$ cat config.mk
export PLATFORM = sky130hd
export DESIGN_NAME = bpp_port
export DESIGN_NICKNAME = d
export VERILOG_FILES = /design/src/design/bpp_pkg.sv /design/src/design/bpp_port.sv
export SDC_FILE = /design/constraint.sdc
export NUM_CORES = 1
export LEC_CHECK = 0
export ABC_AREA = 1
export BUFFER_PORTS_ARGS = -buffer_cell sky130_fd_sc_hd__buf_4
export CAP_MARGIN = 20
export CORE_UTILIZATION = 35
export DETAILED_ROUTE_END_ITERATION = 8
export PLACE_DENSITY_LB_ADDON = 0.3
export SYNTH_ARGS = -nofsm -noshare
export SYNTH_HDL_FRONTEND = slang
export SYNTH_SLANG_ARGS = --single-unit
$ cat constraint.sdc
create_clock -name clk_i -period 1.8 [get_ports clk_i]
set_input_delay 0.45 -clock clk_i [delete_from_list [all_inputs] [get_ports clk_i]]
set_output_delay 0.45 -clock clk_i [all_outputs]
set_load 0.02 [all_outputs]
$ cat src/design/bpp_pkg.sv
// Package: register map, field positions and carriers for the GPIO port
package bpp_pkg;
  localparam logic [3:0] ADDR_PORT = 4'h0;
  localparam logic [3:0] ADDR_LAT = 4'h4;
  localparam logic [3:0] ADDR_DIR = 4'h8;
  localparam logic [3:0] ADDR_INTC = 4'hC;
  localparam logic [7:0] DIR_RESET = 8'hFF;
  localparam logic [7:0] LAT_RESET = 8'h00;
  localparam logic [7:0] INTC_RESET = 8'h80;
  localparam int INTC_PU_N_BIT = 7;
  localparam int INTC_FLAG_BIT = 0;
  localparam int CHG_LO = 4;
  localparam int CCP_PIN = 3;
  localparam int PGC_PIN = 6;
  localparam int PGD_PIN = 7;
  localparam int FLT_PIN = 0;

  typedef struct packed {
    logic [7:0] out;
    logic [7:0] oe_n;
    logic [7:0] pull_en;
  } bpp_pad_s;

  typedef struct packed {
    logic map_cfg_n;
    logic ccp_oe;
    logic ccp_out;
    logic pwm_sel;
    logic pwm_tri;
  } bpp_ccp_s;
endpackage : bpp_pkg

$ cat src/design/bpp_port.sv
// GPIO port top: Wishbone registers, pad control, change detection
//
// Our own choices: the register offsets and the Wishbone interface to the registers.
`timescale 1ns/100ps
module bpp_port (
  input wire logic clk_i,
  input wire logic rst_i,
  input wire logic [3:0] wb_adr_i,
  input wire logic [31:0] wb_dat_i,
  output logic [31:0] wb_dat_o,
  input wire logic [3:0] wb_sel_i,
  input wire logic wb_we_i,
  input wire logic wb_cyc_i,
  input wire logic wb_stb_i,
  output logic wb_ack_o,
  input wire logic move_src_i,
  input wire logic [7:0] pin_i,
  output logic [7:0] pin_o,
  output logic [7:0] pin_oe_n_o,
  output logic [7:0] pull_en_o,
  input wire bpp_pkg::bpp_ccp_s ccp_i,
  input wire logic fault_en_i,
  input wire logic prog_en_i,
  input wire logic prog_data_out_i,
  input wire logic prog_data_oe_i,
  output logic [3:0] ext_irq_o,
  output logic ccp_capture_o,
  output logic pwm_fault_o,
  output logic prog_serial_clock_o,
  output logic prog_serial_data_o,
  output logic port_change_flag_o,
  output logic wake_o
);
  logic [7:0] lat_q;
  logic [7:0] dir_q;
  logic pu_n_q;
  logic flag_q;
  logic [7:0] samp_q;
  logic [3:0] snap_q;
  logic ack_q;
  logic [31:0] rdat_q;
  bpp_pkg::bpp_pad_s pad_q;
  bpp_pkg::bpp_pad_s pad_d;
  logic [3:0] irq_q;
  logic cap_q;
  logic flt_q;
  logic pgc_q;
  logic pgd_q;

  // Decode: ack only on the first cycle, so every access takes effect once
  wire req = wb_cyc_i & wb_stb_i & ~ack_q;
  wire wr = req & wb_we_i & wb_sel_i[0];
  wire sel_port = wb_adr_i == bpp_pkg::ADDR_PORT;
  wire sel_lat = wb_adr_i == bpp_pkg::ADDR_LAT;
  wire sel_dir = wb_adr_i == bpp_pkg::ADDR_DIR;
  wire sel_intc = wb_adr_i == bpp_pkg::ADDR_INTC;
  // Move instruction reading the port does not refresh the snapshot
  wire port_touch = req & sel_port & ~(move_src_i & ~wb_we_i);
  wire [7:0] intc_rd = {pu_n_q, 6'h00, flag_q};

  wire [7:0] rd_mux = sel_port ? samp_q :
                      sel_lat ? lat_q :
                      sel_dir ? dir_q :
                      sel_intc ? intc_rd : 8'h00;

  // Compare only upper pins that are inputs
  wire [3:0] mism = (samp_q[7:4] ^ snap_q) & dir_q[7:4];
  wire any_mism = |mism;

  // Channel 2 mapped to pin 3 only when the map bit is clear
  wire ccp_map = ~ccp_i.map_cfg_n;
  wire ccp_drv = ccp_map & ccp_i.ccp_oe & ~dir_q[bpp_pkg::CCP_PIN];

  always_comb begin
    pad_d.out = lat_q;
    pad_d.oe_n = dir_q;
    if (ccp_drv) begin
      pad_d.out[bpp_pkg::CCP_PIN] = ccp_i.ccp_out;
      if (ccp_i.pwm_sel && ccp_i.pwm_tri)
        pad_d.oe_n[bpp_pkg::CCP_PIN] = 1'b1;
    end
    if (prog_en_i) begin
      pad_d.oe_n[bpp_pkg::PGC_PIN] = 1'b1;
      pad_d.out[bpp_pkg::PGD_PIN] = prog_data_out_i;
      pad_d.oe_n[bpp_pkg::PGD_PIN] = ~prog_data_oe_i;
    end
    // Pull-ups drop on any pin being driven
    pad_d.pull_en = {8{~pu_n_q}} & pad_d.oe_n;
    if (prog_en_i) begin
      pad_d.pull_en[bpp_pkg::PGC_PIN] = 1'b0;
      pad_d.pull_en[bpp_pkg::PGD_PIN] = 1'b0;
    end
  end

  always_ff @(posedge clk_i) begin
    if (rst_i) begin
      lat_q <= bpp_pkg::LAT_RESET;
      dir_q <= bpp_pkg::DIR_RESET;
      pu_n_q <= bpp_pkg::INTC_RESET[bpp_pkg::INTC_PU_N_BIT];
      flag_q <= 1'b0;
      samp_q <= 8'h00;
      snap_q <= 4'h0;
      ack_q <= 1'b0;
      rdat_q <= 32'h0000_0000;
    end else begin
      samp_q <= pin_i;
      ack_q <= req;
      rdat_q <= req ? {24'h00_0000, rd_mux} : 32'h0000_0000;
      if (wr && (sel_port || sel_lat)) lat_q <= wb_dat_i[7:0];
      if (wr && sel_dir) dir_q <= wb_dat_i[7:0];
      if (wr && sel_intc) pu_n_q <= wb_dat_i[bpp_pkg::INTC_PU_N_BIT];
      if (port_touch) snap_q <= samp_q[7:4];
      // Set wins over a software clear while mismatch persists
      if (any_mism) flag_q <= 1'b1;
      else if (wr && sel_intc) flag_q <= wb_dat_i[bpp_pkg::INTC_FLAG_BIT];
    end
  end

  // Interrupt, capture and fault inputs see pins only when they are inputs; programming inputs are not gated by direction
  always_ff @(posedge clk_i) begin
    if (rst_i) begin
      // Pins come out of reset as inputs, never briefly driven
      pad_q.out <= bpp_pkg::LAT_RESET;
      pad_q.oe_n <= bpp_pkg::DIR_RESET;
      pad_q.pull_en <= 8'h00;
      irq_q <= 4'h0;
      cap_q <= 1'b0;
      flt_q <= 1'b0;
      pgc_q <= 1'b0;
      pgd_q <= 1'b0;
    end else begin
      pad_q <= pad_d;
      irq_q <= samp_q[3:0] & dir_q[3:0];
      cap_q <= ccp_map & dir_q[bpp_pkg::CCP_PIN] & samp_q[bpp_pkg::CCP_PIN];
      flt_q <= fault_en_i & dir_q[bpp_pkg::FLT_PIN] & samp_q[bpp_pkg::FLT_PIN];
      pgc_q <= prog_en_i & samp_q[bpp_pkg::PGC_PIN];
      pgd_q <= prog_en_i & samp_q[bpp_pkg::PGD_PIN];
    end
  end

  assign pin_o = pad_q.out;
  assign pin_oe_n_o = pad_q.oe_n;
  assign pull_en_o = pad_q.pull_en;
  assign wb_dat_o = rdat_q;
  assign wb_ack_o = ack_q;
  assign ext_irq_o = irq_q;
  assign ccp_capture_o = cap_q;
  assign pwm_fault_o = flt_q;
  assign prog_serial_clock_o = pgc_q;
  assign prog_serial_data_o = pgd_q;
  assign port_change_flag_o = flag_q;
  assign wake_o = flag_q;

  // Pad control and pull-ups
  chk_pullup_off_output: assert property (
    @(posedge clk_i) disable iff (rst_i)
    (pull_en_o & ~pin_oe_n_o) == 8'h00)
    else $error("pull-up on driven pin");

  chk_pullup_after_reset: assert property (
    @(posedge clk_i)
    $fell(rst_i) |-> pull_en_o == 8'h00)
    else $error("pull-up at reset");

  chk_no_drive_reset: assert property (
    @(posedge clk_i)
    $fell(rst_i) |-> pin_oe_n_o == 8'hFF)
    else $error("pin driven after reset");

  chk_input_hiz: assert property (
    @(posedge clk_i) disable iff (rst_i)
    (!prog_en_i && !ccp_drv) |=> pin_oe_n_o == $past(dir_q))
    else $error("direction not applied");

  chk_drive_latch: assert property (
    @(posedge clk_i) disable iff (rst_i)
    (!prog_en_i && !ccp_drv) |=> pin_o == $past(lat_q))
    else $error("latch not driven");

  chk_pull_shared: assert property (
    @(posedge clk_i) disable iff (rst_i)
    !prog_en_i |=> pull_en_o == ({8{~$past(pu_n_q)}} & pin_oe_n_o))
    else $error("shared pull-up wrong");

  chk_pull_off_dis: assert property (
    @(posedge clk_i) disable iff (rst_i)
    pu_n_q |=> pull_en_o == 8'h00)
    else $error("pull-up while disabled");

  // Register bus
  chk_ack_pulse: assert property (
    @(posedge clk_i) disable iff (rst_i)
    wb_ack_o |=> !wb_ack_o)
    else $error("ack longer than a cycle");

  chk_ack_follows: assert property (
    @(posedge clk_i) disable iff (rst_i)
    req |=> wb_ack_o)
    else $error("request not acked");

  chk_no_ack_idle: assert property (
    @(posedge clk_i) disable iff (rst_i)
    !req |=> !wb_ack_o)
    else $error("ack without request");

  chk_rdat_idle: assert property (
    @(posedge clk_i) disable iff (rst_i)
    !req |=> wb_dat_o == 32'h0000_0000)
    else $error("read data outside ack");

  chk_rdat_upper: assert property (
    @(posedge clk_i) disable iff (rst_i)
    wb_dat_o[31:8] == 24'h00_0000)
    else $error("upper read bits set");

  chk_lat_readback: assert property (
    @(posedge clk_i) disable iff (rst_i)
    (req && sel_lat && !wb_we_i) |=> wb_dat_o[7:0] == $past(lat_q))
    else $error("latch readback");

  chk_dir_readback: assert property (
    @(posedge clk_i) disable iff (rst_i)
    (req && sel_dir && !wb_we_i) |=> wb_dat_o[7:0] == $past(dir_q))
    else $error("direction readback");

  chk_port_readback: assert property (
    @(posedge clk_i) disable iff (rst_i)
    (req && sel_port && !wb_we_i) |=> wb_dat_o[7:0] == $past(samp_q))
    else $error("port readback");

  chk_intc_readback: assert property (
    @(posedge clk_i) disable iff (rst_i)
    (req && sel_intc && !wb_we_i) |=> wb_dat_o[7:0] == $past(intc_rd))
    else $error("control readback");

  chk_lat_write: assert property (
    @(posedge clk_i) disable iff (rst_i)
    (wr && sel_lat) |=> lat_q == $past(wb_dat_i[7:0]))
    else $error("latch write lost");

  chk_port_write: assert property (
    @(posedge clk_i) disable iff (rst_i)
    (wr && sel_port) |=> lat_q == $past(wb_dat_i[7:0]))
    else $error("port write lost");

  chk_lat_hold: assert property (
    @(posedge clk_i) disable iff (rst_i)
    !(wr && (sel_lat || sel_port)) |=> $stable(lat_q))
    else $error("latch changed");

  chk_dir_write: assert property (
    @(posedge clk_i) disable iff (rst_i)
    (wr && sel_dir) |=> dir_q == $past(wb_dat_i[7:0]))
    else $error("direction write lost");

  chk_dir_hold: assert property (
    @(posedge clk_i) disable iff (rst_i)
    !(wr && sel_dir) |=> $stable(dir_q))
    else $error("direction changed");

  chk_pu_write: assert property (
    @(posedge clk_i) disable iff (rst_i)
    (wr && sel_intc) |=>
      pu_n_q == $past(wb_dat_i[bpp_pkg::INTC_PU_N_BIT]))
    else $error("pull-up bit write lost");

  chk_pu_hold: assert property (
    @(posedge clk_i) disable iff (rst_i)
    !(wr && sel_intc) |=> $stable(pu_n_q))
    else $error("pull-up bit changed");

  // Change detection
  chk_sample_pins: assert property (
    @(posedge clk_i) disable iff (rst_i)
    1'b1 |=> samp_q == $past(pin_i))
    else $error("pin sample");

  chk_snap_refresh: assert property (
    @(posedge clk_i) disable iff (rst_i)
    port_touch |=> snap_q == $past(samp_q[7:4]))
    else $error("snapshot not refreshed");

  chk_snap_hold: assert property (
    @(posedge clk_i) disable iff (rst_i)
    !port_touch |=> $stable(snap_q))
    else $error("snapshot changed");

  chk_move_no_snap: assert property (
    @(posedge clk_i) disable iff (rst_i)
    (req && sel_port && move_src_i && !wb_we_i) |=> $stable(snap_q))
    else $error("move refreshed snapshot");

  chk_flag_on_mism: assert property (
    @(posedge clk_i) disable iff (rst_i)
    any_mism |=> flag_q)
    else $error("mismatch did not set flag");

  chk_flag_hold: assert property (
    @(posedge clk_i) disable iff (rst_i)
    (!any_mism && !(wr && sel_intc)) |=> $stable(flag_q))
    else $error("flag changed");

  chk_flag_clear: assert property (
    @(posedge clk_i) disable iff (rst_i)
    (!any_mism && wr && sel_intc && !wb_dat_i[bpp_pkg::INTC_FLAG_BIT])
      |=> !flag_q)
    else $error("flag not cleared");

  chk_wake_flag: assert property (
    @(posedge clk_i) disable iff (rst_i)
    wake_o == port_change_flag_o)
    else $error("wake not tied to flag");

  // Channel 2 on pin 3
  chk_ccp_out: assert property (
    @(posedge clk_i) disable iff (rst_i)
    ccp_drv |=> pin_o[bpp_pkg::CCP_PIN] == $past(ccp_i.ccp_out))
    else $error("channel output lost");

  chk_ccp_drive: assert property (
    @(posedge clk_i) disable iff (rst_i)
    (ccp_drv && !(ccp_i.pwm_sel && ccp_i.pwm_tri))
      |=> !pin_oe_n_o[bpp_pkg::CCP_PIN])
    else $error("channel not driven");

  chk_pwm_tristate: assert property (
    @(posedge clk_i) disable iff (rst_i)
    (ccp_drv && ccp_i.pwm_sel && ccp_i.pwm_tri)
      |=> pin_oe_n_o[bpp_pkg::CCP_PIN])
    else $error("shutdown not tri-stated");

  chk_ccp_unmapped: assert property (
    @(posedge clk_i) disable iff (rst_i)
    ccp_i.map_cfg_n |=>
      pin_o[bpp_pkg::CCP_PIN] == $past(lat_q[bpp_pkg::CCP_PIN]))
    else $error("unmapped channel drove pin");

  chk_capture: assert property (
    @(posedge clk_i) disable iff (rst_i)
    1'b1 |=> ccp_capture_o == $past(ccp_map & dir_q[bpp_pkg::CCP_PIN]
      & samp_q[bpp_pkg::CCP_PIN]))
    else $error("capture input wrong");

  // Alternate inputs
  chk_ext_irq: assert property (
    @(posedge clk_i) disable iff (rst_i)
    1'b1 |=> ext_irq_o == $past(samp_q[3:0] & dir_q[3:0]))
    else $error("external interrupt inputs");

  chk_fault_gate: assert property (
    @(posedge clk_i) disable iff (rst_i)
    !fault_en_i |=> !pwm_fault_o)
    else $error("fault input while disabled");

  chk_fault_pass: assert property (
    @(posedge clk_i) disable iff (rst_i)
    (fault_en_i && dir_q[bpp_pkg::FLT_PIN])
      |=> pwm_fault_o == $past(samp_q[bpp_pkg::FLT_PIN]))
    else $error("fault input lost");

  // Programming pins
  chk_prog_clk_in: assert property (
    @(posedge clk_i) disable iff (rst_i)
    prog_en_i |=> pin_oe_n_o[bpp_pkg::PGC_PIN])
    else $error("programming clock driven");

  chk_prog_data_oe: assert property (
    @(posedge clk_i) disable iff (rst_i)
    prog_en_i |=> pin_oe_n_o[bpp_pkg::PGD_PIN] == !$past(prog_data_oe_i))
    else $error("programming data enable");

  chk_prog_no_pull: assert property (
    @(posedge clk_i) disable iff (rst_i)
    prog_en_i |=> pull_en_o[7:6] == 2'b00)
    else $error("pull-up on programming pins");

  chk_prog_off: assert property (
    @(posedge clk_i) disable iff (rst_i)
    !prog_en_i |=> (!prog_serial_clock_o && !prog_serial_data_o))
    else $error("programming inputs while off");

  chk_prog_clk_follow: assert property (
    @(posedge clk_i) disable iff (rst_i)
    prog_en_i |=> prog_serial_clock_o == $past(samp_q[bpp_pkg::PGC_PIN]))
    else $error("programming clock lost");
endmodule : bpp_port

==> results of run 1 <==
==> critical path, delay by kind of cell (launching register included) <==
| kind | cells | cell delay (ns) |
|---|---|---|
| AND/OR/NAND/NOR | 4 | 0.64 |
| buffers and inverters | 2 | 0.24 |
| flip-flops | 1 | 0.32 |
| AO/OA/AOI/OAI | 1 | 0.13 |
==> power groups by stage <==
stage | Combinational, mW | Clock [mW] | Sequential (mW)
CTS | 0.266 | 1.34 | 1.61
detailed placement | 0.266 | 0 | 1.65
global placement | 0.263 | 0 | 1.65
floorplan | 0.178 | 0 | 1.66
global route | 0.290 | 1.41 | 1.61
finish | 0.265 | 1.30 | 1.61
==> state kept, by name, indices dropped and copies added, names as in the netlist <==
register	count
pull_en_o	8
prog_serial_clock_o	1
ext_irq_o	4
prog_serial_data_o	1
snap_q	4
dir_q	8
pwm_fault_o	1
pin_o	8
wb_dat_o	8
pu_n_q	1
pin_oe_n_o	8
port_change_flag_o	1
lat_q	8
ccp_capture_o	1
wb_ack_o	1
samp_q	8
==> layout by cell type, fill, tap and decap left out, drive strengths merged <==
cell type	Yosys	final
a21boi	1	1
a21oi	27	27
a31oi	1	1
buf	30	81
bufinv	0	1
clkbuf	4	12
clkinv	0	1
clkinvlp	0	2
conb	1	24
dfxtp	71	71
inv	47	47
nand2	69	69
nand3	23	23
nand4	1	1
nor2	35	35
nor3	5	5
nor3b	2	2
nor4	1	1
o211ai	5	5
o21ai	10	10
o21bai	1	1
or2	1	1
==> worst min-delay path by stage <==
stage	from	endpoint	slack, ns
floorplan	samp_q[1]	ext_irq_o[1]	0.41
global placement	lat_q[4]	pin_o[4]	0.43
detailed placement	samp_q[2]	ext_irq_o[2]	0.43
CTS	ccp_i[4]	ccp_capture_o	0.26
global route	ccp_i[4]	ccp_capture_o	0.28
finish	ccp_i[4]	ccp_capture_o	0.28
==> per-stage QoR <==
step	area [sq um]	hold slack, ns
final	3497	0.2777
after CTS	3497	0.2650
after global routing	3497	0.2783
after detailed placement	3288	0.4331
after global placement	3288	0.4328
after floorplan	2795	0.4139
==> logic make-up (layout without fill, tap and decap cells) <==
logic type	count (synthesis)	after routing
buf+inv	81	144
flops	71	71
other cells	1	24
compound gates	45	45
simple gates	137	137
==> routing by layer <==
metal	GRT usage, %	share of wire (%)	up-vias
met3	4.569	6.7	5
met4	7.258	0.98	0
li1	-	-	1158
met1	19.58	46	983
met5	0	0	-
met2	23.72	46	80
==> layout make-up <==
class | count | area, sq um
clock buffer | 12 | 155.1
clock inverter | 4 | 53.80
fill | 743 | 3872
inverter | 47 | 178.9
multi-input combinational | 206 | 955.9
sequential | 71 | 1421
tap | 99 | 123.9
timing repair buffer | 81 | 608.1
==> report_table.html, run 1 <==
<table>
<tr><th>Metric</th><th>Value</th></tr>
<tr><th colspan="2">Outcome</th></tr>
<tr><td>Outcome</td><td>finished, final reports clean</td></tr>
<tr><th colspan="2">Logic synthesis</th></tr>
<tr><td>Synth Instances</td><td>about 340</td></tr>
<tr><td>Dominant cell by count in the synthesized netlist</td><td>dfxtp_1</td></tr>
<tr><td>Number of distinct library cells after synthesis</td><td>32</td></tr>
<tr><td>Area fraction of the dominant cell type after synthesis</td><td>52.47%</td></tr>
<tr><td>Largest family of logic cells by synthesized area</td><td>simple AND/OR/NAND/NOR gates</td></tr>
<tr><td>Post-synth top cells</td><td>71 x dfxtp_1, 65 x nand2_1, 42 x inv_1</td></tr>
<tr><td>Multiplexer share of the synthesized area</td><td>0%</td></tr>
<tr><td>Largest area contributor in the netlist</td><td>dfxtp_1</td></tr>
<tr><td>Avg Synthesized Cell Area</td><td>8.086 sq um</td></tr>
<tr><td>Primary FF master, synth</td><td>dfxtp_1</td></tr>
<tr><td>Most area-consuming cells after synthesis</td><td>dfxtp_1 52%, nand2_1 9.0%, buf_4 7.5%</td></tr>
<tr><td>Ys Warns</td><td>0</td></tr>
<tr><td>Area fraction in compound gates after synthesis</td><td>a little under a tenth</td></tr>
<tr><td>Post-Synthesis Cell Area</td><td>roughly 2700 sq um</td></tr>
<tr><td>Post-synthesis share of cell area spent on full adders, half adders and majority gates</td><td>0%</td></tr>
<tr><td>XOR/XNOR share of the synthesized area</td><td>0%</td></tr>
<tr><td>Post-synthesis sequential area ratio</td><td>52.47%</td></tr>
<tr><td>Simple-gate share of the synthesized area</td><td>22.49%</td></tr>
<tr><td>Post-synth EDFFs</td><td>0</td></tr>
<tr><td>Post-synth ARST share</td><td>0%</td></tr>
<tr><td>Flip-flop and latch count after synthesis</td><td>71</td></tr>
<tr><th colspan="2">Setup path</th></tr>
<tr><td>Type of the worst setup path</td><td>reg2reg</td></tr>
<tr><td>Capturing element type of the critical path</td><td>flip-flop</td></tr>
<tr><td>Setup crit end</td><td>lat_q[0]</td></tr>
<tr><td>Nature of the critical path startpoint</td><td>flip-flop</td></tr>
<tr><td>R2R depth</td><td>7</td></tr>
<tr><td>Critical path's slowest cell</td><td>dfxtp_1</td></tr>
<tr><td>Data arrival time of the critical path</td><td>1.69 ns</td></tr>
<tr><td>Required time worst endpoint</td><td>2.07 ns</td></tr>
<tr><td>First element of the critical path</td><td>wb_ack_o</td></tr>
<tr><td>Crit-path cells</td><td>inv_1, nand3_2, nor2_2, nand2_2, inv_2, nand2_1, a21oi_1</td></tr>
<tr><td>R2R setup slack</td><td>just under 0.4 ns</td></tr>
<tr><td>Start of the worst register-to-register path</td><td>wb_ack_o</td></tr>
<tr><td>Worst-path fanout max</td><td>9</td></tr>
<tr><td>Slowest stage delay, CP</td><td>0.32 ns</td></tr>
<tr><td>Endpoint of the most critical register-to-register path</td><td>lat_q[0]</td></tr>
<tr><th colspan="2">Timing</th></tr>
<tr><td>Number of failing hold endpoints at the final stage</td><td>0</td></tr>
<tr><td>Max transition margin</td><td>53.54%</td></tr>
<tr><td>Worst Clk Skew</td><td>between 0.005 and 0.006 ns</td></tr>
<tr><td>Final worst path period share</td><td>approximately four fifths</td></tr>
<tr><td>Final worst-path setup slack</td><td>just under 0.4 ns</td></tr>
<tr><td>Setup tns final</td><td>0 ns</td></tr>
<tr><td>Final critical path time including I/O delays and setup</td><td>1.415 ns</td></tr>
<tr><td>Number of setup violations in the final report</td><td>0</td></tr>
<tr><td>Number of max-slew violations in the final report</td><td>0</td></tr>
<tr><td>Setup repair after global routing missed its margin</td><td>false</td></tr>
<tr><td>Actual slew at the worst max-slew pin</td><td>0.6961 ns</td></tr>
<tr><td>Maximum clock rate</td><td>0.7067 GHz</td></tr>
<tr><th colspan="2">CTS</th></tr>
<tr><td>Clock tree buffer depth</td><td>2</td></tr>
<tr><td>Hold buffers post-CTS</td><td>0</td></tr>
<tr><td>Number of buffers created by CTS</td><td>9</td></tr>
<tr><td>CTS sink cnt</td><td>71</td></tr>
<tr><td>Clock slew seen by the registers of the worst setup and hold paths</td><td>0.07 ns</td></tr>
<tr><td>Cts repair resizes</td><td>0</td></tr>
<tr><td>TritonCTS clock tree</td><td>done</td></tr>
<tr><td>Buffer type at the clock tree root</td><td>clkbuf_8</td></tr>
<tr><td>H-tree lvl count</td><td>3</td></tr>
<tr><td>Number of buffers inserted to repair setup after CTS</td><td>0</td></tr>
<tr><td>Clk_lat worst skew</td><td>0.34 ns</td></tr>
<tr><th colspan="2">GRT</th></tr>
<tr><td>Global-route wire length before repair</td><td>9715 microns</td></tr>
<tr><td>Number of global-route vias before repair</td><td>between 2000 and 2500</td></tr>
<tr><td>Grt total ovfl</td><td>0</td></tr>
<tr><td>Pin count of the biggest net entering global routing</td><td>23</td></tr>
<tr><td>GRT Resource Usage Total</td><td>15.33%</td></tr>
<tr><td>Initial antenna violation count</td><td>0</td></tr>
<tr><th colspan="2">Power and ir drop</th></tr>
<tr><td>Worst IR drop on VDD</td><td>374.2 uV</td></tr>
<tr><td>Fraction of power consumed by the clock network</td><td>40.9%</td></tr>
<tr><td>Net switching power figure</td><td>759.9 uW</td></tr>
<tr><td>Sequential cell fraction of total power</td><td>50.8%</td></tr>
<tr><td>Switching part of the total power</td><td>23.94%</td></tr>
<tr><td>Gate power share</td><td>8.4%</td></tr>
<tr><td>Cell internal pwr</td><td>2.415 mW</td></tr>
<tr><td>Power, Total</td><td>about 3.2 mW</td></tr>
<tr><td>Power density of the placed cells</td><td>907.8 nW/um^2</td></tr>
<tr><td>Leakage power summed over all cells</td><td>1.698 nW</td></tr>
<tr><th colspan="2">Min path</th></tr>
<tr><td>Cell depth of the worst hold path</td><td>2</td></tr>
<tr><td>Class of the tightest hold or removal check</td><td>in2reg</td></tr>
<tr><th colspan="2">Final layout</th></tr>
<tr><td>Share of cells above drive strength 1</td><td>27.55%</td></tr>
<tr><td>Relative area change from synthesis to final layout</td><td>29.10%</td></tr>
<tr><td>Post-Layout Cell Count</td><td>520</td></tr>
<tr><td>Final core occ</td><td>47.45%</td></tr>
<tr><td>Antenna diode count</td><td>0</td></tr>
<tr><td>NumNets Final</td><td>roughly 480</td></tr>
<tr><th colspan="2">Floorplan</th></tr>
<tr><td>Total die area</td><td>around 8100 sq um</td></tr>
<tr><td>Die Span Y</td><td>roughly 90 microns</td></tr>
<tr><td>IO Count</td><td>130</td></tr>
<tr><td>Initial standard-cell utilization of the core</td><td>36.76%</td></tr>
<tr><td>Die boundary width</td><td>89.98 microns</td></tr>
<tr><td>Num rows</td><td>31</td></tr>
<tr><td>Core area</td><td>7370 sq um</td></tr>
<tr><th colspan="2">Placement</th></tr>
<tr><td>Place WS</td><td>between 0.15 and 0.2 ns</td></tr>
<tr><td>PortBufs</td><td>78</td></tr>
<tr><td>Routability-driven placement congestion ratio</td><td>0.7991</td></tr>
<tr><td>Instance count after placement with tap cells included</td><td>around 500</td></tr>
<tr><td>Detailed placement HPWL</td><td>between 4000 and 5000 microns</td></tr>
<tr><th colspan="2">Drt</th></tr>
<tr><td>Final routed DRC violation total</td><td>0</td></tr>
<tr><td>Antenna-violating nets left</td><td>0</td></tr>
<tr><td>Iter 0 DRT Violations</td><td>57</td></tr>
<tr><td>Wire length after detailed routing</td><td>5840 microns</td></tr>
<tr><td>Via-to-Cell Ratio</td><td>4.281</td></tr>
<tr><td>Vias</td><td>2226</td></tr>
<tr><td>Iteration count of the initial detailed-routing pass</td><td>4</td></tr>
<tr><td>Average wire per cell in the routed design</td><td>11.23 microns</td></tr>
<tr><th colspan="2">Run</th></tr>
<tr><td>Max-cap violation count</td><td>0</td></tr>
</table>
No activity file was read; power rests on OpenSTA's default activity.
==> inputs of run 2 (changes only) <==
Clock period 1.8 ns to 1.2 ns, I/O delays scaled along.
==> report_table.html, run 2 (synthesized netlist as in run 1, its figures left out) <==
<table>
<tr><th>Metric</th><th>Value</th></tr>
<tr><th colspan="2">Setup path</th></tr>
<tr><td>Endpoint of the most critical register-to-register path</td><td>dir_q[7]</td></tr>
<tr><td>Setup crit end</td><td>port_change_flag_o</td></tr>
<tr><td>R2R depth</td><td>7</td></tr>
<tr><td>First element of the critical path</td><td>port_change_flag_o</td></tr>
<tr><td>Levels on crit path</td><td>1</td></tr>
<tr><td>Type of the worst setup path</td><td>reg2out</td></tr>
<tr><td>Delay-heaviest family, CP</td><td>flip-flops</td></tr>
<tr><td>Crit-path cells</td><td>buf_4</td></tr>
<tr><td>Required time worst endpoint</td><td>0.90 ns</td></tr>
<tr><td>Total buffers and inverters traversed by the critical path</td><td>1</td></tr>
<tr><td>Capturing element type of the critical path</td><td>primary output</td></tr>
<tr><td>Slowest stage delay, CP</td><td>0.39 ns</td></tr>
<tr><td>R2R setup slack</td><td>0.04 ns</td></tr>
<tr><td>Critical path's slowest cell</td><td>dfxtp_1</td></tr>
<tr><td>Data arrival time of the critical path</td><td>0.89 ns</td></tr>
<tr><td>Start of the worst register-to-register path</td><td>wb_ack_o</td></tr>
<tr><td>Nature of the critical path startpoint</td><td>flip-flop</td></tr>
<tr><td>Worst-path fanout max</td><td>4</td></tr>
<tr><th colspan="2">CTS</th></tr>
<tr><td>H-tree lvl count</td><td>3</td></tr>
<tr><td>CTS sink cnt</td><td>71</td></tr>
<tr><td>Clock slew seen by the registers of the worst setup and hold paths</td><td>around 0.070 ns</td></tr>
<tr><td>Number of buffers created by CTS</td><td>9</td></tr>
<tr><td>Buffer type at the clock tree root</td><td>clkbuf_8</td></tr>
<tr><td>Clock tree buffer depth</td><td>2</td></tr>
<tr><td>Hold buffers post-CTS</td><td>0</td></tr>
<tr><td>TritonCTS clock tree</td><td>done</td></tr>
<tr><td>Clk_lat worst skew</td><td>between 0.3 and 0.4 ns</td></tr>
<tr><th colspan="2">Final layout</th></tr>
<tr><td>Relative area change from synthesis to final layout</td><td>32.70%</td></tr>
<tr><td>Antenna diode count</td><td>0</td></tr>
<tr><td>Filler cells</td><td>763</td></tr>
<tr><td>Most common cell after layout, fill and taps aside</td><td>buf_4</td></tr>
<tr><td>Final core occ</td><td>48.78%</td></tr>
<tr><td>NumNets Final</td><td>488</td></tr>
<tr><td>Most frequent cells in the layout</td><td>87 x buf_4, 70 x dfxtp_1, 64 x nand2_1</td></tr>
<tr><td>Share of cells above drive strength 1</td><td>between 20% and 30%</td></tr>
<tr><td>Post-Layout Cell Count</td><td>529</td></tr>
<tr><th colspan="2">Placement</th></tr>
<tr><td>Place WS</td><td>-0.04218 ns</td></tr>
<tr><td>Detailed placement HPWL</td><td>4558 microns</td></tr>
<tr><td>PortBufs</td><td>78</td></tr>
<tr><td>Instance count after placement with tap cells included</td><td>~510</td></tr>
<tr><td>Routability-driven placement congestion ratio</td><td>~0.85</td></tr>
<tr><th colspan="2">GRT</th></tr>
<tr><td>GRT Resource Usage Total</td><td>15.02%</td></tr>
<tr><td>Global-route wire length before repair</td><td>9646 microns</td></tr>
<tr><td>Number of global-route vias before repair</td><td>approximately 2100</td></tr>
<tr><td>Pin count of the biggest net entering global routing</td><td>22</td></tr>
<tr><td>Grt total ovfl</td><td>0</td></tr>
<tr><td>Initial antenna violation count</td><td>0</td></tr>
<tr><th colspan="2">Timing</th></tr>
<tr><td>Number of failing hold endpoints at the final stage</td><td>0</td></tr>
<tr><td>Number of max-slew violations in the final report</td><td>0</td></tr>
<tr><td>Maximum clock rate</td><td>0.8394 GHz</td></tr>
<tr><td>Worst Clk Skew</td><td>around 0.0056 ns</td></tr>
<tr><td>Final critical path time including I/O delays and setup</td><td>1.191 ns</td></tr>
<tr><td>Final worst-path setup slack</td><td>0.008729 ns</td></tr>
<tr><td>Setup tns final</td><td>0 ns</td></tr>
<tr><td>Final worst path period share</td><td>99.27%</td></tr>
<tr><td>Setup repair after global routing missed its margin</td><td>true</td></tr>
<tr><td>Number of setup violations in the final report</td><td>0</td></tr>
<tr><th colspan="2">Floorplan</th></tr>
<tr><td>Core area</td><td>approximately 7400 sq um</td></tr>
<tr><td>Die boundary width</td><td>89.98 microns</td></tr>
<tr><td>Total die area</td><td>8096 sq um</td></tr>
<tr><td>Initial standard-cell utilization of the core</td><td>36.76%</td></tr>
<tr><td>IO Count</td><td>130</td></tr>
<tr><td>Num rows</td><td>31</td></tr>
<tr><td>Die Span Y</td><td>around 90 microns</td></tr>
<tr><th colspan="2">Drt</th></tr>
<tr><td>Iter 0 DRT Violations</td><td>120</td></tr>
<tr><td>Average wire per cell in the routed design</td><td>11.13 microns</td></tr>
<tr><td>Via-to-Cell Ratio</td><td>~4.3</td></tr>
<tr><td>Wire length after detailed routing</td><td>5886 microns</td></tr>
<tr><td>Iteration count of the initial detailed-routing pass</td><td>4</td></tr>
<tr><td>Antenna-violating nets left</td><td>0</td></tr>
<tr><td>Final routed DRC violation total</td><td>0</td></tr>
<tr><td>Vias</td><td>around 2300</td></tr>
<tr><th colspan="2">Power and ir drop</th></tr>
<tr><td>Power, Total</td><td>4.671 mW</td></tr>
<tr><td>Leakage power summed over all cells</td><td>between 1.5 and 2 nW</td></tr>
<tr><td>Power density of the placed cells</td><td>1299 nW/um^2</td></tr>
<tr><td>Worst IR drop on VDD</td><td>498.2 uV</td></tr>
<tr><th colspan="2">Outcome</th></tr>
<tr><td>Outcome</td><td>finished, final reports clean</td></tr>
<tr><th colspan="2">Run</th></tr>
<tr><td>Max-cap violation count</td><td>0</td></tr>
<tr><th colspan="2">Min path</th></tr>
<tr><td>Class of the tightest hold or removal check</td><td>in2reg</td></tr>
</table>
run 2: cell types whose count changed in the layout (fill, tap and decap cells not counted), sizes merged:
| cell | before | now |
|---|---|---|
| clkbuf | 12 | 13 |
| buf | 81 | 90 |
| clkinvlp | 2 | 1 |
run 2: timing repair:
action / CTS / global route
gates resized for setup: 1 / 6
endpoints found under the setup margin: 6 / 14
pin swaps: 0 / 1
buffers inserted: 0 / 0
run 2: layout make-up:
type                            instances  area [sq um]  area share, %
Clock buffer                           13         148.9          4.142
Clock inverter                          3         42.54          1.183
Inverter                               47         181.4          5.047
Multi-Input combinational cell        206         970.9          27.01
Sequential cell                        71          1423          39.58
Tap cell                               99         123.9          3.446
Timing Repair Buffer                   90         704.4          19.60
run 2: metal layers:
layer	track usage [%]	vias up	part of all wire (%)
li1	-	1180	-
met1	19.32	984	46
met2	23.14	90	45
met3	4.230	12	7.2
met4	7.392	0	1.9
met5	0	-	0
run 2: worst min path at each step:
| stage | startpoint | end | slack, ns | depth (start not counted) |
|---|---|---|---|---|
| finish | ccp_i[4] | ccp_capture_o | 0.14 | 2 |
| global route | ccp_i[4] | ccp_capture_o | 0.13 | 2 |
| CTS | ccp_i[4] | ccp_capture_o | 0.13 | 2 |
| detailed placement | lat_q[4] | pin_o[4] | 0.44 | 2 |
| global placement | lat_q[4] | pin_o[4] | 0.43 | 2 |
| floorplan | ccp_i[4] | ccp_capture_o | 0.38 | 1 |
run 2: stage by stage:
step	hold WS [ns]	instance area [sq um]
after floorplan	0.3764	2795
after global placement	0.4340	3381
after detailed placement	0.4353	3381
final	0.1367	3595
after global routing	0.1326	3595
after CTS	0.1268	3577
run 2: power breakdown:
part | internal [mW] | leakage, nW | switching (mW)
clock | 1.02 | 0.0936 | 0.814
sequential | 2.40 | 0.577 | 0.0226
combinational | 0.168 | 1.08 | 0.255
total | 3.58 | 1.75 | 1.09
==> inputs of run 3 (changes only) <==
Settings changed: RECOVER_POWER from default to 50.
==> report_table.html, run 3 (synthesized netlist as in run 1, its figures left out) <==
<table>
<tr><th>Metric</th><th>Value</th></tr>
<tr><th colspan="2">Timing</th></tr>
<tr><td>Setup repair after global routing missed its margin</td><td>true</td></tr>
<tr><td>Final worst-path setup slack</td><td>0.01472 ns</td></tr>
<tr><td>Number of max-slew violations in the final report</td><td>0</td></tr>
<tr><td>Final critical path time including I/O delays and setup</td><td>1.185 ns</td></tr>
<tr><td>Worst Clk Skew</td><td>0.005248 ns</td></tr>
<tr><td>Number of failing hold endpoints at the final stage</td><td>0</td></tr>
<tr><td>Maximum clock rate</td><td>0.8437 GHz</td></tr>
<tr><td>Setup tns final</td><td>0 ns</td></tr>
<tr><td>Number of setup violations in the final report</td><td>0</td></tr>
<tr><td>Final worst path period share</td><td>a little over nine tenths</td></tr>
<tr><th colspan="2">Setup path</th></tr>
<tr><td>Critical path's slowest cell</td><td>dfxtp_1</td></tr>
<tr><td>Worst-path fanout max</td><td>4</td></tr>
<tr><td>Crit-path cells</td><td>buf_4</td></tr>
<tr><td>Delay-heaviest family, CP</td><td>flip-flops</td></tr>
<tr><td>Capturing element type of the critical path</td><td>primary output</td></tr>
<tr><td>Total buffers and inverters traversed by the critical path</td><td>1</td></tr>
<tr><td>Required time worst endpoint</td><td>0.90 ns</td></tr>
<tr><td>R2R setup slack</td><td>0.04 ns</td></tr>
<tr><td>Data arrival time of the critical path</td><td>a little under 0.9 ns</td></tr>
<tr><td>Type of the worst setup path</td><td>reg2out</td></tr>
<tr><td>Slowest stage delay, CP</td><td>a little under 0.4 ns</td></tr>
<tr><td>Start of the worst register-to-register path</td><td>wb_ack_o</td></tr>
<tr><td>R2R depth</td><td>7</td></tr>
<tr><td>Nature of the critical path startpoint</td><td>flip-flop</td></tr>
<tr><td>Endpoint of the most critical register-to-register path</td><td>dir_q[7]</td></tr>
<tr><th colspan="2">Drt</th></tr>
<tr><td>Via-to-Cell Ratio</td><td>4.284</td></tr>
<tr><td>Vias</td><td>2266</td></tr>
<tr><td>Iter 0 DRT Violations</td><td>approximately 110</td></tr>
<tr><td>Final routed DRC violation total</td><td>0</td></tr>
<tr><td>Wire length after detailed routing</td><td>5889 microns</td></tr>
<tr><td>Iteration count of the initial detailed-routing pass</td><td>4</td></tr>
<tr><td>Average wire per cell in the routed design</td><td>11.13 microns</td></tr>
<tr><td>Antenna-violating nets left</td><td>0</td></tr>
<tr><th colspan="2">Final layout</th></tr>
<tr><td>Area of all placed cells without fillers</td><td>3571 sq um</td></tr>
<tr><td>Most frequent cells in the layout</td><td>79 x buf_4, 70 x dfxtp_1, 64 x nand2_1</td></tr>
<tr><td>Most common cell after layout, fill and taps aside</td><td>buf_4</td></tr>
<tr><td>Antenna diode count</td><td>0</td></tr>
<tr><td>Relative area change from synthesis to final layout</td><td>31.82%</td></tr>
<tr><td>Share of cells above drive strength 1</td><td>28.37%</td></tr>
<tr><td>NumNets Final</td><td>488</td></tr>
<tr><th colspan="2">Placement</th></tr>
<tr><td>PortBufs</td><td>78</td></tr>
<tr><td>DP Area</td><td>3381 sq um</td></tr>
<tr><td>Routability-driven placement congestion ratio</td><td>about 0.85</td></tr>
<tr><td>Detailed placement HPWL</td><td>between 4000 and 5000 microns</td></tr>
<tr><td>Place WS</td><td>-0.04218 ns</td></tr>
<tr><th colspan="2">CTS</th></tr>
<tr><td>Number of buffers inserted to repair setup after CTS</td><td>0</td></tr>
<tr><td>Hold buffers post-CTS</td><td>0</td></tr>
<tr><td>Buffer type at the clock tree root</td><td>clkbuf_8</td></tr>
<tr><td>H-tree lvl count</td><td>3</td></tr>
<tr><td>Clock tree buffer depth</td><td>2</td></tr>
<tr><td>TritonCTS clock tree</td><td>done</td></tr>
<tr><td>Number of buffers created by CTS</td><td>9</td></tr>
<tr><td>Clk_lat worst skew</td><td>0.33 ns</td></tr>
<tr><td>CTS sink cnt</td><td>between 70 and 80</td></tr>
<tr><td>Clock slew seen by the registers of the worst setup and hold paths</td><td>around 0.07 ns</td></tr>
<tr><th colspan="2">Floorplan</th></tr>
<tr><td>Die boundary width</td><td>roughly 90 microns</td></tr>
<tr><td>IO Count</td><td>130</td></tr>
<tr><td>Die Span Y</td><td>between 80 and 90 microns</td></tr>
<tr><td>Total die area</td><td>8096 sq um</td></tr>
<tr><td>Num rows</td><td>31</td></tr>
<tr><td>Core area</td><td>7370 sq um</td></tr>
<tr><td>Initial standard-cell utilization of the core</td><td>between 30% and 40%</td></tr>
<tr><th colspan="2">GRT</th></tr>
<tr><td>Number of global-route vias before repair</td><td>2056</td></tr>
<tr><td>Global-route wire length before repair</td><td>9646 microns</td></tr>
<tr><td>Grt total ovfl</td><td>0</td></tr>
<tr><td>GRT Resource Usage Total</td><td>between 15 and 20%</td></tr>
<tr><td>Pin count of the biggest net entering global routing</td><td>22</td></tr>
<tr><td>Initial antenna violation count</td><td>0</td></tr>
<tr><th colspan="2">Run</th></tr>
<tr><td>Max-cap violation count</td><td>0</td></tr>
<tr><th colspan="2">Min path</th></tr>
<tr><td>Class of the tightest hold or removal check</td><td>in2reg</td></tr>
<tr><td>Hold path start</td><td>ccp_i[4]</td></tr>
<tr><td>Endpoint with the worst hold slack</td><td>ccp_capture_o</td></tr>
<tr><td>Cell depth of the worst hold path</td><td>2</td></tr>
<tr><th colspan="2">Outcome</th></tr>
<tr><td>Outcome</td><td>finished, final reports clean</td></tr>
<tr><th colspan="2">Power and ir drop</th></tr>
<tr><td>Leakage power summed over all cells</td><td>roughly 1.7 nW</td></tr>
<tr><td>Power, Total</td><td>4.663 mW</td></tr>
<tr><td>Worst IR drop on VDD</td><td>497.1 uV</td></tr>
<tr><td>Power density of the placed cells</td><td>~1300 nW/um^2</td></tr>
</table>
[run 3: changes by cell type in the layout (fill, tap and decap cells not counted), sizes merged]
cell,delta
clkbuf,+8
buf,-8
[run 3: where the power goes]
part           total [mW]  internal (mW)  switching (mW)
logic               0.416          0.161           0.255
registers            2.42           2.40          0.0225
clock network        1.83           1.02           0.813
[run 3: worst max-delay path by stage]
| stage | from | to | slack [ns] | cells past startpoint |
|---|---|---|---|---|
| after floorplan | wb_ack_o | port_change_flag_o | 0.009 | 9 |
| after global placement | wb_cyc_i | port_change_flag_o | -0.03 | 9 |
| after detailed placement | wb_adr_i[1] | wb_dat_o[4] | -0.04 | 7 |
| after CTS | port_change_flag_o | port_change_flag_o | -0.002 | 1 |
| after global routing | port_change_flag_o | port_change_flag_o | -0.01 | 1 |
| final | port_change_flag_o | port_change_flag_o | 0.01 | 1 |
[run 3: area by class of cell]
cell class | instances | area [sq um]
Inverter | 47 | 181.4
Fill cell | 770 | 3799
Sequential cell | 71 | 1423
Multi-Input combinational cell | 206 | 970.9
Clock inverter | 3 | 42.54
Tap cell | 99 | 123.9
Clock buffer | 13 | 148.9
Timing Repair Buffer | 90 | 680.7
[run 3: routing by layer]
layer | part of all wire, % | GRT usage [%] | vias to the layer above
met2 | 44 | 23.14 | 87
li1 | - | - | 1180
met5 | 0 | 0 | -
met4 | 1.9 | 7.392 | 0
met3 | 7.2 | 4.230 | 12
met1 | 47 | 19.32 | 987
[run 3: through the flow]
step	utilization, %	hold WS, ns	std cells
after global routing	48.46	0.1326	529
after floorplan	-	0.3764	358
after detailed placement	45.87	0.4353	513
final	48.46	0.1374	529
after CTS	48.54	0.1268	529
after global placement	45.87	0.4340	513
[run 3: repair_timing]
item / in CTS / in global routing
setup endpoints to repair: 6 / 14
pin swaps: 0 / 1
endpoints found under the hold margin: 0 / 0
resized for setup: 1 / 6
